--- config.mk ---
export PLATFORM = sky130hd
export DESIGN_NAME = bst_tap
export DESIGN_NICKNAME = d
export VERILOG_FILES = /design/src/rtl/bst_pkg.sv /design/src/rtl/bst_sync.sv /design/src/rtl/bst_tap.sv
export SDC_FILE = /design/constraint.sdc
export NUM_CORES = 1
export LEC_CHECK = 0
export ABC_AREA = 1
export BUFFER_PORTS_ARGS = -buffer_cell sky130_fd_sc_hd__clkbuf_2
export CAP_MARGIN = 5
export CORE_MARGIN = 2
export CORE_UTILIZATION = 59
export DETAILED_ROUTE_END_ITERATION = 7
export GPL_TIMING_DRIVEN = 0
export PLACE_DENSITY_LB_ADDON = 0.05
export SLEW_MARGIN = 10
export SYNTH_ARGS = -nofsm -noshare
export SYNTH_HDL_FRONTEND = slang
export SYNTH_SLANG_ARGS = --single-unit
--- constraint.sdc ---
create_clock -name clock_in -period 1.83 [get_ports clock_in]
set_input_delay 0.0915 -clock clock_in [delete_from_list [all_inputs] [get_ports clock_in]]
set_output_delay 0.0915 -clock clock_in [all_outputs]
set_load 0.005 [all_outputs]
--- src/rtl/bst_pkg.sv ---
// package: tap states, instruction codes, reset values and carrier structs
package bst_pkg;

   localparam int unsigned IR_WIDTH = 8;
   // value loaded into the instruction register in capture-ir
   localparam logic [7:0] IR_CAPTURE_VAL = 8'h81;
   // all-ones instruction selects bypass
   localparam logic [7:0] IR_BYPASS      = 8'hff;
   // instruction after test-logic-reset
   localparam logic [7:0] IR_RESET_VAL   = 8'hff;
   // value captured into bypass in capture-dr
   localparam logic       BYP_CAPTURE_VAL = 1'b0;
   // number of flops in each input synchroniser
   localparam int unsigned SYNC_STAGES = 2;

   typedef enum logic [3:0] {
      TAP_RESET,
      TAP_IDLE,
      TAP_SEL_DR,
      TAP_CAP_DR,
      TAP_SH_DR,
      TAP_EX1_DR,
      TAP_PAU_DR,
      TAP_EX2_DR,
      TAP_UPD_DR,
      TAP_SEL_IR,
      TAP_CAP_IR,
      TAP_SH_IR,
      TAP_EX1_IR,
      TAP_PAU_IR,
      TAP_EX2_IR,
      TAP_UPD_IR
   } bst_tap_e;

   // pins from the test controller
   typedef struct packed {
      logic tck;
      logic tms;
      logic tdi;
   } bst_link_in_s;

   // serial output pin, three-state as output plus enable
   typedef struct packed {
      logic tdo;
      logic tdo_oe;
   } bst_link_out_s;

endpackage : bst_pkg

--- src/rtl/bst_sync.sv ---
// two-flop synchroniser for one asynchronous input level
module bst_sync
   import bst_pkg::*;
#(
   parameter int unsigned STAGES = SYNC_STAGES
) (
   // clock and reset
   input  wire logic clock_in,
   input  wire logic srst_in,
   // level in and out
   input  wire logic async_in,
   output logic      sync_out
);

   // a single flop would let a metastable level reach the edge detector
   if (STAGES < 2) begin : g_bad_stages
      $error("bst_sync needs at least two stages");
   end

   logic [STAGES-1:0] chain_q;

   always_ff @(posedge clock_in) begin
      if (srst_in) chain_q <= '0;
      else         chain_q <= {chain_q[STAGES-2:0], async_in};
   end

   assign sync_out = chain_q[STAGES-1];

endmodule // bst_sync

--- src/rtl/bst_tap.sv ---
// test access port: tap state machine, instruction and bypass registers
// Contract
// all test logic advances only on detected test clock edges; bypass_sel_q instead reloads from ir_act_q on every system clock.
// tdi, tms and function inputs are sampled on test clock rising edges.
// tdo and test-driven function outputs change only on test clock falling edges.
// controller changes tms on falling edge; rising edge advances tap one state.
// from reset, tms 0 reaches idle, then select-dr, select-ir, capture-ir, shift-ir.
// instruction register is 8 bits, captures 10000001 leaving capture-ir.
// in shift-ir one tdi bit enters per rising edge, old bits exit on tdo.
// shifting in 11111111 then updating selects bypass.
// last instruction bit shifts on the edge moving shift-ir to exit1-ir.
// tdo starts driving on the falling edge after entering a shift state.
// tdo goes high-impedance on the falling edge after entering exit1.
// in update-ir the active instruction loads on the falling edge.
// when selected, bypass loads 0 on the edge leaving capture-dr.
// bypass is one-stage delay; 101 in gives 010 out.
// in update-dr the selected data register updates on the falling edge.
// first serial bit enters the scan path on the edge leaving capture.
// all other transitions follow the 16-state diagram; five tms-high clocks reset.
module bst_tap
   import bst_pkg::*;
#(
   parameter int unsigned FUNC_WIDTH = 1
) (
   // system clock and reset
   input  wire logic                  clock_in,
   input  wire logic                  srst_in,
   // test link pins
   input  wire bst_link_in_s          link_in,
   output bst_link_out_s              link_out,
   // normal-function inputs sampled by test logic
   input  wire logic [FUNC_WIDTH-1:0] func_in,
   // normal-function outputs driven by test logic
   output logic [FUNC_WIDTH-1:0]      func_out,
   // status
   output bst_tap_e                   tap_state_out,
   output logic [IR_WIDTH-1:0]        instr_out,
   output logic                       bypass_sel_out
);

   // a zero-width function port has nothing to synchronise or sample
   if (FUNC_WIDTH < 1) begin : g_bad_width
      $error("bst_tap needs FUNC_WIDTH of at least one");
   end

   // synchronised pins; each first flop is read only by its second
   logic                  tck_s;
   logic                  tms_s;
   logic                  tdi_s;
   logic [FUNC_WIDTH-1:0] func_s;

   bst_sync u_sync_tck (
      .clock_in (clock_in),
      .srst_in  (srst_in),
      .async_in (link_in.tck),
      .sync_out (tck_s)
   );
   bst_sync u_sync_tms (
      .clock_in (clock_in),
      .srst_in  (srst_in),
      .async_in (link_in.tms),
      .sync_out (tms_s)
   );
   bst_sync u_sync_tdi (
      .clock_in (clock_in),
      .srst_in  (srst_in),
      .async_in (link_in.tdi),
      .sync_out (tdi_s)
   );

   genvar gi;
   generate
      for (gi = 0; gi < FUNC_WIDTH; gi++) begin : g_func_sync
         bst_sync u_sync_func (
            .clock_in (clock_in),
            .srst_in  (srst_in),
            .async_in (func_in[gi]),
            .sync_out (func_s[gi])
         );
      end
   endgenerate

   // limitation: a tck phase shorter than one system clock can be lost; tms and tdi
   // pass the same sync depth as tck, so they line up with the detected edge
   // test clock edge detection
   logic tck_prev_q;
   always_ff @(posedge clock_in) begin
      if (srst_in) tck_prev_q <= 1'b0;
      else         tck_prev_q <= tck_s;
   end

   // edges only
   wire tck_rise = tck_s & ~tck_prev_q;
   wire tck_fall = ~tck_s & tck_prev_q;

   // tap state machine
   bst_tap_e state_q;
   bst_tap_e state_d;

   // standard diagram
   always_comb begin
      state_d = TAP_RESET;
      case (state_q)
         TAP_RESET: begin
            if (tms_s) state_d = TAP_RESET;
            else       state_d = TAP_IDLE;
         end

         TAP_IDLE: begin
            if (tms_s) state_d = TAP_SEL_DR;
            else       state_d = TAP_IDLE;
         end

         TAP_SEL_DR: begin
            if (tms_s) state_d = TAP_SEL_IR;
            else       state_d = TAP_CAP_DR;
         end

         TAP_CAP_DR: begin
            if (tms_s) state_d = TAP_EX1_DR;
            else       state_d = TAP_SH_DR;
         end

         TAP_SH_DR: begin
            if (tms_s) state_d = TAP_EX1_DR;
            else       state_d = TAP_SH_DR;
         end

         TAP_EX1_DR: begin
            if (tms_s) state_d = TAP_UPD_DR;
            else       state_d = TAP_PAU_DR;
         end

         TAP_PAU_DR: begin
            if (tms_s) state_d = TAP_EX2_DR;
            else       state_d = TAP_PAU_DR;
         end

         TAP_EX2_DR: begin
            if (tms_s) state_d = TAP_UPD_DR;
            else       state_d = TAP_SH_DR;
         end

         TAP_UPD_DR: begin
            if (tms_s) state_d = TAP_SEL_DR;
            else       state_d = TAP_IDLE;
         end

         TAP_SEL_IR: begin
            if (tms_s) state_d = TAP_RESET;
            else       state_d = TAP_CAP_IR;
         end

         TAP_CAP_IR: begin
            if (tms_s) state_d = TAP_EX1_IR;
            else       state_d = TAP_SH_IR;
         end

         TAP_SH_IR: begin
            if (tms_s) state_d = TAP_EX1_IR;
            else       state_d = TAP_SH_IR;
         end

         TAP_EX1_IR: begin
            if (tms_s) state_d = TAP_UPD_IR;
            else       state_d = TAP_PAU_IR;
         end

         TAP_PAU_IR: begin
            if (tms_s) state_d = TAP_EX2_IR;
            else       state_d = TAP_PAU_IR;
         end

         TAP_EX2_IR: begin
            if (tms_s) state_d = TAP_UPD_IR;
            else       state_d = TAP_SH_IR;
         end

         TAP_UPD_IR: begin
            if (tms_s) state_d = TAP_SEL_DR;
            else       state_d = TAP_IDLE;
         end

         default: begin
            // unreachable codes recover through test-logic-reset
            state_d = TAP_RESET;
         end
      endcase
   end

   // one state per rising edge
   // path from reset to shift-ir
   always_ff @(posedge clock_in) begin
      if (srst_in)       state_q <= TAP_RESET;
      else if (tck_rise) state_q <= state_d;
   end

   // decoded states
   wire in_cap_ir = (state_q == TAP_CAP_IR);
   wire in_sh_ir  = (state_q == TAP_SH_IR);
   wire in_upd_ir = (state_q == TAP_UPD_IR);
   wire in_cap_dr = (state_q == TAP_CAP_DR);
   wire in_sh_dr  = (state_q == TAP_SH_DR);
   wire in_upd_dr = (state_q == TAP_UPD_DR);
   wire in_reset  = (state_q == TAP_RESET);
   wire in_shift  = in_sh_ir | in_sh_dr;

   // qualified strobes: each register moves on one test clock edge only,
   // though ir_act_q and tdo_q move in two states each, so no register can move on both edges
   wire upd_ir_fall = tck_fall & in_upd_ir;
   wire upd_dr_fall = tck_fall & in_upd_dr;
   wire reset_fall  = tck_fall & in_reset;
   wire shift_fall  = tck_fall & in_shift;

   // instruction shift register and active instruction
   logic [IR_WIDTH-1:0] ir_sh_q;
   logic [IR_WIDTH-1:0] ir_act_q;

   // capture fixed pattern
   // shift lsb first toward tdo
   // last bit shifts on exit edge
   // first bit leaves capture
   wire [IR_WIDTH-1:0] ir_shifted = {tdi_s, ir_sh_q[IR_WIDTH-1:1]};
   wire [IR_WIDTH-1:0] ir_sh_d    = in_cap_ir ? IR_CAPTURE_VAL :
                                    in_sh_ir  ? ir_shifted : ir_sh_q;

   // sample on rising edge
   always_ff @(posedge clock_in) begin
      if (srst_in)       ir_sh_q <= IR_CAPTURE_VAL;
      else if (tck_rise) ir_sh_q <= ir_sh_d;
   end

   // update on falling edge
   // all ones becomes bypass
   always_ff @(posedge clock_in) begin
      if (srst_in)                    ir_act_q <= IR_RESET_VAL;
      else if (reset_fall)            ir_act_q <= IR_RESET_VAL;
      else if (upd_ir_fall)           ir_act_q <= ir_sh_q;
   end

   // other instructions have no register in this block, so every data scan goes through bypass

   // bypass register
   logic byp_q;

   // capture zero
   // single-stage delay
   wire byp_d = in_cap_dr ? BYP_CAPTURE_VAL : in_sh_dr ? tdi_s : byp_q;

   always_ff @(posedge clock_in) begin
      if (srst_in)                  byp_q <= BYP_CAPTURE_VAL;
      else if (tck_rise)            byp_q <= byp_d;
   end

   // function inputs are sampled on rising edges, outputs follow on falling edges
   logic [FUNC_WIDTH-1:0] func_smp_q;
   logic [FUNC_WIDTH-1:0] func_out_q;

   always_ff @(posedge clock_in) begin
      if (srst_in)       func_smp_q <= '0;
      else if (tck_rise) func_smp_q <= func_s;
   end

   // update-dr on falling edge
   // outputs move on falling edge
   always_ff @(posedge clock_in) begin
      if (srst_in)                    func_out_q <= '0;
      else if (upd_dr_fall)           func_out_q <= func_smp_q;
   end

   // serial output
   wire tdo_bit = in_sh_ir ? ir_sh_q[0] : byp_q;
   logic tdo_q;
   logic tdo_oe_q;

   // drive after shift entry
   // tdo moves on falling edge
   always_ff @(posedge clock_in) begin
      if (srst_in)         tdo_q <= 1'b0;
      else if (shift_fall) tdo_q <= tdo_bit;
   end

   // float after exit1
   // oe follows the state seen at each fall, so pause states float too
   always_ff @(posedge clock_in) begin
      if (srst_in)       tdo_oe_q <= 1'b0;
      else if (tck_fall) tdo_oe_q <= in_shift;
   end

   // outputs, each from a flop
   logic bypass_sel_q;
   always_ff @(posedge clock_in) begin
      if (srst_in) bypass_sel_q <= 1'b1;
      else         bypass_sel_q <= (ir_act_q == IR_BYPASS);
   end

   assign link_out.tdo    = tdo_q;
   assign link_out.tdo_oe = tdo_oe_q;
   assign func_out        = func_out_q;
   assign tap_state_out   = state_q;
   assign instr_out       = ir_act_q;
   assign bypass_sel_out  = bypass_sel_q;

endmodule // bst_tap

Word-level counts from Yosys, hierarchy flattened

Index checks and enable logic that the tools add are counted.

Eq/ne operators: 16
Muxes and demuxes: 18
Bitwise gates (word level): 9
Reduce and logical (&&, ||, !) cells: 9

Operators with widths:

| kind                                                | number |
|---|---|
| one-hot mux 4 bit (12 select lines)                 | 1 |
| equality test 4 bit, second input constant          | 8 |
| equality test 4 x 3 -> 1 bit, second input constant | 4 |
| 2-to-1 mux 4 bit                                    | 4 |
| 2-to-1 mux 8 bit                                    | 2 |
| equality test 4 x 2 -> 1 bit, second input constant | 2 |
| equality test 8 bit, second input constant          | 1 |
| bitwise AND 1 bit                                   | 6 |
| 2-to-1 mux 1 bit                                    | 6 |
| 2-to-1 mux 2 bit                                    | 3 |
| 2-to-1 mux 3 bit                                    | 2 |
| OR reduction 2 bit                                  | 3 |
| equality test 4 x 1 -> 1 bit, second input constant | 1 |
| zero test 4 bit                                     | 1 |
| AND reduction 2 bit                                 | 2 |
| nonzero test 2 bit                                  | 2 |
| OR reduction 3 bit                                  | 1 |
| NOT 1 bit                                           | 2 |
| bitwise OR 1 bit                                    | 1 |

Register bits after elaboration: 35
Bits of input ports: 6
Output and inout bits: 16

Depth between registers and ports, before layout

Gate-level depths: netlist of run 1.

Word-level depth: 4
Gate-level depth with buffers: 8
Gate-level depth less buffers: 8

Cells and area by module

A second synthesis of run 1 with hierarchy kept.

Cells, all modules: 215
Area total of the unflattened synthesis: 1536.5 um2

By module, submodules not included:

| module   | times used | cells an instance | area each (um2) | sequential area each (um2) |
|---|---|---|---|---|
| bst_tap  | 1          | 191               | 1316.3          | 540.5 |
| bst_sync | 4          | 6                 | 55.1            | 40.0 |

Worst setup path after synthesis of run 1

Ideal clock, no wire load.

Path type: register to register
Start point: reg state_q[3] (netlist: tap_state_out[3])
End point: reg ir_sh_q[7]
Library setup time: 0.125 ns
Arrival: 1.126 ns
Required time: 1.705 ns
Setup slack: 0.579 ns
Stages on the path, launching flop included: 8
Path buffers: 0
Period minus slack after synthesis: 1.251 ns
Cell sequence: dfxtp_1 -> inv_1 -> nor2_4 -> nand2_1 -> nor2_1 -> inv_1 -> nand2_1 -> nand3_1

Cells in the longest elaborated chain, start to end: 3
Elaborated cells on any way between the ends: 5
Classes of those cells: 2 x eq/ne; 1 x mux; 2 x reduce/logical

RTL lines:

| item                                          | line                           | RTL |
|---|---|---|
| start: declaration                            | bst_tap.sv:97                  | `bst_tap_e state_q;` |
| start signal: assignment                      | bst_tap.sv:195                 | `else if (tck_rise) state_q <= state_d;` |
| equality test 4 bit, on equally long branches | bst_tap.sv:199, bst_tap.sv:200 |  |
| nonzero test 2 bit (no source line)           | -                              |  |
| AND reduction 2 bit (no source line)          | -                              |  |
| end signal: assignment                        | bst_tap.sv:230                 | `else if (tck_rise) ir_sh_q <= ir_sh_d;` |
| end: declaration                              | bst_tap.sv:216                 | `logic [IR_WIDTH-1:0] ir_sh_q;` |

Parallel ways exist; a longest one is shown, timed or not.
A chain may end at the register's enable or synchronous reset.

Worst setup path in the final report of run 1

Start point: reg u_sync_tck.chain_q[1]
End point: reg ir_sh_q[6]

Cells in the longest elaborated chain, start to end: 2

RTL lines:

| item                                 | line           | RTL |
|---|---|---|
| start: declaration                   | bst_sync.sv:20 | `logic [STAGES-1:0] chain_q;` |
| start signal: assignment             | bst_sync.sv:24 | `else chain_q <= {chain_q[STAGES-2:0], async_in};` |
| bitwise AND 1 bit                    | bst_tap.sv:93  | `wire tck_rise = tck_s & ~tck_prev_q;` |
| AND reduction 2 bit (no source line) | -              |  |

No other way between the ends.

==> summary.md, run 1 <==
| Metric | Value |
|---|---|
| DRC viols | `0` |
| Dpl cell area | `1620 µm²` |
| Final Hold Fails | `0` |
| Placement Rows | `18` |
| Clk_skew | `0.0150 ns` |
| DIE WIDTH | `54.0 µm` |
| Netlist cell types | `21` |
| Clk root buf | `clkbuf_4` |
| Routability cong. | `0.851` |
| First-pass GRT wire length | `4.83 mm` |
| GR Util All Layers | `0.237` |
| # setup viols final | `0` |
| Slew @ Worst Pin | `0.483 ns` |
| Filler cell count | `186` |
| Core area | `2410 µm²` |
| Cells after synthesis | `209` |
| Crit Path Category | `flip-flop to flip-flop` |
| Die ar. | `2910 µm²` |
| Clock slew at reported path FFs | `0.12 ns` |
| Crit-path max FO | `8` |
| Crit path launch type | `flip-flop` |
| Clock sinks | `35` |
| WP data arrival | `1.73 ns` |
| PwrDens | `800 nW/µm²` |
| DR WL/cell | `11.4 µm` |
| Fmax | `656 MHz` |
| Post-CTS Setup Inserts | `0` |
| Hold path start | `srst_in` |
| Synth-to-Final Area Change | `17.9%` |
| Share of cells above drive strength 1 | `0.169` |
| Worst setup EP type | `flip-flop` |
| Remaining antenna violation count | `0` |
| Syn Nets | `215` |
| WP data required | `2.04 ns` |
| CTS tree | `yes` |
| Worst rel slew slack | `0.678` |
| Reg-to-Reg Start | `u_sync_tck.chain_q[1]$_SDFF_PP0_` |
| Worst Hold Class | `input pin to flip-flop` |
| Final min period | `1.52 ns` |
| Io pins | `22` |
| Hold Path End | `instr_out[3]$_SDFFE_PP1P_` |
| Flop-to-flop setup slack | `0.31 ns` |
| FF+latch count, synth | `35` |
| IO buf count | `21` |
| Fin. max-slew vios | `0` |
| 1st-pass router iterations | `4` |
| Htree depth | `2` |
| Leakage power | `0.806 nW` |
| Initial Util | `0.611` |
| Fin area | `1740 µm²` |
| Number of global-route vias before repair | `1143` |
| Placement Setup Slack | `0.339 ns` |
| MaxCap Viol Count | `0` |
| Final core utilization | `0.721` |
| Via count | `1388` |
| Max rail drop VDD | `867 µV` |
| Syn. warnings | `0` |
| Syn avg cell area | `7.05 µm²` |
| RSZ-0062 raised after global routing | `no` |
| Cell depth of the worst hold path | `3` |
| Sequential area share after synthesis | `0.476` |
| Cell count of the worst reg-to-reg path | `7` |
| Starting DRT DRC Count | `44` |
| Final antenna diode count | `0` |
| DP HPWL | `2.15 mm` |
| Setup WS post-layout | `0.305 ns` |
| Clk_lat worst skew | `0.35 ns` |
| FF-to-FF End | `ir_sh_q[6]$_SDFFE_PP0P_` |
| Initial antenna violation count | `0` |
| Fin crit share | `0.833` |
| Num CTS Buffers | `5` |
| Most common cell after layout, fill and taps aside | `nand2_1` |
| GR Overflow Total | `0` |
| Setup total negative slack | `0 ns` |
| Largest net degree at the start of global routing | `13` |
| Clock Path Buffers | `2` |
| Mapped cell area | `1470 µm²` |
| Commonest cells after routing, fill and taps aside | `64 x nand2_1, 35 x dfxtp_1, 23 x nor2_1` |
| Outcome | `complete, no violations` |
| Final nets | `247` |
| Worst hold margin | `0.0239 ns` |
| Vias per Instance | `5.10` |
| Total Wirelength | `3.09 mm` |
| DIE HEIGHT | `54.0 µm` |
power by group:
group	internal, mW	total, mW	switching [mW]
Combinational	0.0211	0.0572	0.0361
Sequential	0.773	0.779	0.00653
Clock	0.287	0.553	0.266
how the worst max path moves through the flow:
stage / slack, ns / end / from
final: 0.31 / ir_sh_q[6]$_SDFFE_PP0P_ / u_sync_tck.chain_q[1]$_SDFF_PP0_
after global routing: 0.16 / ir_sh_q[2]$_SDFFE_PP0P_ / u_sync_tck.chain_q[1]$_SDFF_PP0_
after CTS: 0.30 / ir_sh_q[6]$_SDFFE_PP0P_ / u_sync_tck.chain_q[1]$_SDFF_PP0_
after detailed placement: 0.34 / ir_sh_q[1]$_SDFFE_PP0P_ / u_sync_tck.chain_q[1]$_SDFF_PP0_
after global placement: 0.36 / ir_sh_q[5]$_SDFFE_PP0P_ / u_sync_tck.chain_q[1]$_SDFF_PP0_
after floorplan: 0.58 / ir_sh_q[7]$_SDFFE_PP1P_ / tap_state_out[3]$_SDFFE_PP0P_
synth_stat cells, drive strengths merged:
cell    instances  share of area
nor2           27          0.082
dfxtp          35           0.48
nand4           2         0.0085
a31oi           1         0.0085
nand2          65           0.17
inv            23          0.059
clkinv          2         0.0068
o211ai          1         0.0051
clkbuf          2         0.0051
o21ai          13          0.047
buf             2          0.010
o22ai           3          0.013
nor3            2         0.0068
nand3          15          0.051
a21oi          16          0.054
layout make-up:
| type | instances | area, µm² | share of cell area |
|---|---|---|---|
| flip-flops and latches | 35 | 701 | 0.403 |
| clock buffers | 5 | 37.5 | 0.0216 |
| inverters | 25 | 96.3 | 0.0555 |
| clock inverters | 3 | 43.8 | 0.0252 |
| plain buffers | 4 | 22.5 | 0.0130 |
| well taps | 30 | 37.5 | 0.0216 |
| multi-input cells | 145 | 653 | 0.376 |
| repair buffers | 25 | 145 | 0.0836 |
sequential cells by signal, indices dropped and copies added, names as in the netlist:
name / flops
bypass_sel_out: 1
tap_state_out: 4
u_sync_tdi.chain_q: 2
tdo_oe_q: 1
tdo_q: 1
u_sync_tck.chain_q: 2
ir_sh_q: 8
tck_prev_q: 1
func_out: 1
instr_out: 8
byp_q: 1
func_smp_q: 1
u_sync_tms.chain_q: 2
g_func_sync.u_sync_func.chain_q: 2
per-layer routing:
layer,up-vias,share of wire,track usage
li1,731,-,-
met1,605,0.47,0.310
met2,47,0.46,0.368
met3,5,0.061,0.0750
met4,0,0.012,0.0769
met5,-,0,0
critical path: stages (launching register included):
cell	delay [ns]
dfxtp_1	0.32
inv_1	0.06
nor2_2	0.26
inv_1	0.21
nor2_1	0.23
inv_1	0.16
nand2_1	0.09
a21oi_1	0.06
timing repair:
item / CTS / global route
gates resized for setup: 0 / 0
hold buffers: 4 / 0
endpoints found under the hold margin: 4 / 0
kinds of logic after synthesis:
logic type | Yosys count | synth area share
simple gates | 111 | 0.316
flops | 35 | 0.476
compound gates | 34 | 0.127
buf+inv | 29 | 0.0807
stage by stage:
stage,instances,total power [mW]
after floorplan,209,0.828
final,272,1.39
after global routing,272,1.44
after global placement,260,0.844
after detailed placement,260,0.846
after CTS,272,1.40
No activity file was read; power rests on OpenSTA's default activity.
==> run 2: changes to the inputs <==
--- a/config.mk
+++ b/config.mk
@@ -8,8 +8,9 @@
 export ABC_AREA = 1
 export BUFFER_PORTS_ARGS = -buffer_cell sky130_fd_sc_hd__clkbuf_2
 export CAP_MARGIN = 5
+export CORE_ASPECT_RATIO = 0.5
 export CORE_MARGIN = 2
-export CORE_UTILIZATION = 59
+export CORE_UTILIZATION = 49
 export DETAILED_ROUTE_END_ITERATION = 7
 export GPL_TIMING_DRIVEN = 0
 export PLACE_DENSITY_LB_ADDON = 0.05
==> constraint.sdc (replaced) <==
create_clock -name clock_in -period 1.3 [get_ports clock_in]
set_input_delay 0.065 -clock clock_in [delete_from_list [all_inputs] [get_ports clock_in]]
set_output_delay 0.065 -clock clock_in [all_outputs]
set_load 0.005 [all_outputs]
==> run 2 against run 1 <==
Against the previous run:
- non-clock buffer count grew 2
- register-to-register slack lost 0.24 ns
- total power grew 52%
- worst setup slack lost 0.24 ns
- largest cell class unchanged
==> summary.md, run 2 (synthesized netlist as in run 1, its figures left out) <==
| Metric | Value |
|---|---|
| Placement Setup Slack | `-0.223 ns` |
| Final nets | `250` |
| Net load switching power | `0.439 mW` |
| Worst path max stage delay | `0.31 ns` |
| GR Util All Layers | `0.199` |
| Leakage power | `0.832 nW` |
| Fin. max-slew vios | `0` |
| Synth-to-Final Area Change | `25.5%` |
| CTS tree | `yes` |
| Final min period | `1.23 ns` |
| Net Sw Frac | `0.208` |
| Critical Path Slowest Stage Cell | `dfxtp_1` |
| 1st-pass router iterations | `4` |
| Setup total negative slack | `0 ns` |
| Vias per Instance | `5.03` |
| Slew @ Worst Pin | `0.474 ns` |
| Htree depth | `2` |
| Clk_lat worst skew | `0.28 ns` |
| Crit-path max FO | `8` |
| Remaining antenna violation count | `0` |
| DIE WIDTH | `81.5 µm` |
| Fin crit share | `0.946` |
| Clk root buf | `clkbuf_8` |
| Starting DRT DRC Count | `40` |
| Clock sinks | `35` |
| RSZ-0062 raised after global routing | `yes` |
| Worst setup EP type | `flip-flop` |
| MaxCap Viol Count | `0` |
| Routability cong. | `0.901` |
| First-pass GRT wire length | `5.20 mm` |
| IO buf count | `21` |
| GR Overflow Total | `0` |
| Filler cell count | `239` |
| Outcome | `complete, no violations` |
| # setup viols final | `0` |
| Initial Util | `0.542` |
| Final antenna diode count | `0` |
| Combinational Power Share | `0.041` |
| WP data arrival | `1.38 ns` |
| WP data required | `1.45 ns` |
| Io pins | `22` |
| Placement Rows | `13` |
| Setup WS post-layout | `0.0697 ns` |
| Tot Pwr | `2.11 mW` |
| Max rail drop VDD | `854 µV` |
| DP HPWL | `2.17 mm` |
| Worst Hold Class | `input pin to flip-flop` |
| P_int | `1.67 mW` |
| Fin area | `1850 µm²` |
| DIE HEIGHT | `42.8 µm` |
| Share of cells above drive strength 1 | `0.246` |
| Crit path launch type | `flip-flop` |
| Number of global-route vias before repair | `1201` |
| Fmax | `813 MHz` |
| Core area | `2720 µm²` |
| Via count | `1413` |
| Clock power frac | `0.443` |
| Largest net degree at the start of global routing | `11` |
| Total Wirelength | `3.25 mm` |
| Clock Path Buffers | `2` |
| Flop-to-flop setup slack | `0.07 ns` |
| Num CTS Buffers | `5` |
| Crit Path Category | `flip-flop to flip-flop` |
| Initial antenna violation count | `0` |
| DRC viols | `0` |
| Most common cell after layout, fill and taps aside | `nand2_1` |
| Final core utilization | `0.680` |
| PwrDens | `1140 nW/µm²` |
| Die ar. | `3490 µm²` |
| Seq pwr share | `0.516` |
| Crit path cell chain | `inv_1 -> nor2_4 -> inv_2 -> nor2_4 -> inv_2 -> nand2_1 -> a21oi_1` |
| Commonest cells after routing, fill and taps aside | `60 x nand2_1, 31 x dfxtp_1, 21 x clkbuf_2` |
| Worst rel slew slack | `0.684` |
| Final Hold Fails | `0` |
| Clk_skew | `0.00759 ns` |
| DR WL/cell | `11.6 µm` |
| Dpl cell area | `1620 µm²` |
| Clock slew at reported path FFs | `0.07 ns` |
==> run 2: changes by cell type in the layout (fill, tap and decap cells not counted), moves of 5 or more <==
| cell | before | now |
|---|---|---|
| clkbuf_4 | 5 | 0 |
| inv_2 | 1 | 6 |
| inv_1 | 22 | 17 |
| nand2_2 | 1 | 6 |
| clkbuf_8 | 0 | 5 |
==> run 2: power by group through the flow <==
stage	logic [mW]	registers (mW)	clock network [mW]
2_1_floorplan	0.0473	1.12	0
3_3_place_gp	0.0698	1.12	0
3_5_place_dp	0.0715	1.12	0
4_1_cts	0.0827	1.10	0.949
5_1_grt	0.0963	1.09	0.995
6_report	0.0856	1.09	0.936
==> run 2: final timing paths <==
check                                   startpoint                               end  depth (start not counted)
setup / recovery  u_sync_tck.chain_q[1]$_SDFF_PP0_           ir_sh_q[2]$_SDFFE_PP0P_                          7
hold / removal                             srst_in         instr_out[6]$_SDFFE_PP1P_                          3
setup reg to reg  u_sync_tck.chain_q[1]$_SDFF_PP0_           ir_sh_q[2]$_SDFFE_PP0P_                          7
hold reg to reg   u_sync_tck.chain_q[0]$_SDFF_PP0_  u_sync_tck.chain_q[1]$_SDFF_PP0_                          2
==> run 2: cell type report <==
cell class | instances | area (µm²) | share of cell area
buffer | 4 | 22.5 | 0.0122
clock buffer | 6 | 72.6 | 0.0393
clock inverter | 1 | 30.0 | 0.0162
inverter | 25 | 97.6 | 0.0528
multi-input combinational | 146 | 703 | 0.381
sequential | 35 | 716 | 0.387
tap | 37 | 46.3 | 0.0251
timing repair buffer | 27 | 160 | 0.0867
==> run 2: what timing repair did <==
| action | CTS | global route |
|---|---|---|
| resized for setup | 12 | 17 |
| cloned | 0 | 1 |
| hold buffers | 4 | 0 |
| hold endpoints to repair | 4 | 0 |
| pin swaps | 0 | 2 |
| setup buffers | 0 | 2 |
| endpoints found under the setup margin | 23 | 22 |
==> run 2: stage by stage <==
step	hold WS, ns	instances
after floorplan	0.172	209
after global placement	0.258	267
after detailed placement	0.262	267
after CTS	0.0692	278
after global routing	0.0802	281
final	0.0714	281
==> run 2: critical path, delay by kind of cell (launching register included) <==
kind	cells	cell delay, ns
AOI/OAI and AO/OA	1	0.06
buffers and inverters	3	0.29
DFF	1	0.31
and+or+nand+nor	3	0.44
==> run 2: per-layer routing <==
| metal | global-route usage | routed length (µm) | vias to the layer above | part of all wire |
|---|---|---|---|---|
| met5 | 0 | 0 | - | 0 |
| met4 | 0.0712 | 49 | 0 | 0.015 |
| met3 | 0.0702 | 177 | 7 | 0.054 |
| met2 | 0.316 | 1390 | 38 | 0.43 |
| met1 | 0.251 | 1630 | 629 | 0.50 |
| li1 | - | - | 739 | - |
==> run 3: changes to the inputs <==
--- a/config.mk
+++ b/config.mk
@@ -10,7 +10,7 @@
 export CAP_MARGIN = 5
 export CORE_ASPECT_RATIO = 0.5
 export CORE_MARGIN = 2
-export CORE_UTILIZATION = 49
+export CORE_UTILIZATION = 55
 export DETAILED_ROUTE_END_ITERATION = 7
 export GPL_TIMING_DRIVEN = 0
 export PLACE_DENSITY_LB_ADDON = 0.05
==> constraint.sdc (replaced) <==
create_clock -name clock_in -period 1.4 [get_ports clock_in]
set_input_delay 0.07 -clock clock_in [delete_from_list [all_inputs] [get_ports clock_in]]
set_output_delay 0.07 -clock clock_in [all_outputs]
set_load 0.005 [all_outputs]
==> run 3 against run 2 <==
Against the previous run:
- via count down 2.4%
- global-route usage up 0.56 points
- maximum frequency down 6.7%
- core utilization up 1.4 points
- combinational power down 10%
- design area down 3.5%
- count of clock-buffer cells in the layout unchanged
- flip-flop and latch count unchanged
- first-iteration DRC count up 85%
- worst hold slack better by 0.015 ns
==> summary.md, run 3 (synthesized netlist as in run 1, its figures left out) <==
| Metric | Value |
|---|---|
| RSZ-0062 raised after global routing | `yes` |
| Leakage power | `0.817 nW` |
| GR Util All Layers | `0.205` |
| Final min period | `1.32 ns` |
| Crit path launch type | `flip-flop` |
| Worst Hold Class | `input pin to flip-flop` |
| Vias per Instance | `4.96` |
| Worst hold margin | `0.0860 ns` |
| Tot Pwr | `1.94 mW` |
| DP HPWL | `2.09 mm` |
| DR WL/cell | `10.8 µm` |
| MaxCap Viol Count | `0` |
| Clk_skew | `0.00828 ns` |
| GR Overflow Total | `0` |
| Final Hold Fails | `0` |
| Crit path cell chain | `inv_1 -> nor2_4 -> nand2_1 -> nor2_2 -> inv_2 -> nand2_1 -> nand3_1` |
| Critical Path Slowest Stage Cell | `dfxtp_2` |
| Io pins | `22` |
| Crit path launch | `tap_state_out[3]$_SDFFE_PP0P_` |
| Highest Signal Layer | `met4` |
| Number of global-route vias before repair | `1117` |
| Worst path max stage delay | `0.41 ns` |
| WP data arrival | `1.48 ns` |
| Largest net degree at the start of global routing | `11` |
| Filler cell count | `236` |
| DRC viols | `0` |
| Final antenna diode count | `0` |
| Fin crit share | `0.942` |
| Initial antenna violation count | `0` |
| Synth-to-Final Area Change | `21.2%` |
| PwrDens | `1090 nW/µm²` |
| Initial Util | `0.573` |
| Fmax | `758 MHz` |
| Starting DRT DRC Count | `74` |
| Total Wirelength | `2.99 mm` |
| Routability cong. | `0.944` |
| Clk_lat worst skew | `0.28 ns` |
| Clock sinks | `35` |
| Top Family by Delay on Critical Path | `simple AND/OR/NAND/NOR gates` |
| Crit Path Category | `flip-flop to flip-flop` |
| Met2 Wirelength | `1.34 mm` |
| Core area | `2570 µm²` |
| Post-CTS Setup Inserts | `0` |
| M1 WL | `1.41 mm` |
| Reg-to-Reg Start | `tap_state_out[3]$_SDFFE_PP0P_` |
| Die ar. | `3130 µm²` |
| Outcome | `complete, no violations` |
| DIE WIDTH | `77.2 µm` |
| Share of cells above drive strength 1 | `0.199` |
| Final nets | `247` |
| Num CTS Buffers | `5` |
| Remaining antenna violation count | `0` |
| WP buf/inv | `2` |
| Htree depth | `2` |
| Worst setup EP type | `flip-flop` |
| WP data required | `1.56 ns` |
| Slew @ Worst Pin | `0.462 ns` |
| Clock Path Buffers | `2` |
| 1st-pass router iterations | `4` |
| # setup viols final | `0` |
| CTS tree | `yes` |
| Fin. max-slew vios | `0` |
| Clock slew at reported path FFs | `0.07 ns` |
| IO buf count | `21` |
| Placement Rows | `13` |
| Worst rel slew slack | `0.692` |
| Most common cell after layout, fill and taps aside | `nand2_1` |
| DIE HEIGHT | `40.6 µm` |
| DR WL met3 | `212 µm` |
| First-pass GRT wire length | `4.78 mm` |
| Cell mode on critical path | `nand2_1` |
| Crit-path max FO | `7` |
| Clk root buf | `clkbuf_8` |
| Commonest cells after routing, fill and taps aside | `64 x nand2_1, 31 x dfxtp_1, 21 x clkbuf_2` |
| Max rail drop VDD | `825 µV` |
| Via count | `1379` |
| Hold path start | `srst_in` |
==> run 3: cell count changes in the layout (fill, tap and decap cells not counted), sizes merged <==
cell / previous run / this run
buf: 4 / 2
clkinv: 1 / 2
inv: 24 / 23
nand2: 66 / 65
==> run 3: area by class of cell <==
class	count	area [µm²]	share of cell area
tap	37	46.3	0.0259
sequential	35	706	0.396
clock buffer	6	72.6	0.0407
clock inverter	1	30.0	0.0168
inverter	25	96.3	0.0540
multi-input combinational	145	666	0.373
timing repair buffer	25	145	0.0813
buffer	4	22.5	0.0126
==> run 3: what timing repair did <==
item                       4_1_cts  5_1_grt
hold buffers                     4        0
gates resized for setup          3        7
setup endpoints to repair        7       22
hold endpoints to repair         4        0
==> run 3: per-layer routing <==
metal,vias up,GRT usage
li1,730,-
met1,595,0.244
met2,47,0.370
met3,7,0.0676
met4,0,0.0670
met5,-,0
==> run 3: worst paths after layout <==
path                                            to  slack [ns]  depth (start not counted)
setup / recovery           ir_sh_q[7]$_SDFFE_PP1P_        0.08                          7
hold / removal           instr_out[1]$_SDFFE_PP1P_        0.09                          3
setup reg to reg           ir_sh_q[7]$_SDFFE_PP1P_        0.08                          7
hold reg to reg   u_sync_tck.chain_q[1]$_SDFF_PP0_        0.40                          2
==> run 3: tightest hold or removal path, cell delays in order <==
cell	delay, ns
clkbuf_2	0.11
a31oi_2	0.09
nand3_1	0.07
==> run 3: metrics by stage <==
step	area, µm²	instances	util	setup slack (ns)	setup TNS [ns]
floorplan	1470	209	-	0.149	0
global placement	1620	267	0.632	-0.117	-0.786
detailed placement	1620	267	0.632	-0.126	-0.860
CTS	1780	278	0.691	0.00321	0
global route	1780	278	0.694	-0.0110	-0.0162
finish	1780	278	0.694	0.0809	0
==> run 3: power breakdown <==
part / internal (mW) / switching, mW / total [mW] / leakage (nW)
Clock: 0.521 / 0.326 / 0.848 / 0.0513
Sequential: 1.01 / 0.00831 / 1.02 / 0.286
Combinational: 0.0284 / 0.0484 / 0.0768 / 0.479
Total: 1.56 / 0.383 / 1.94 / 0.817
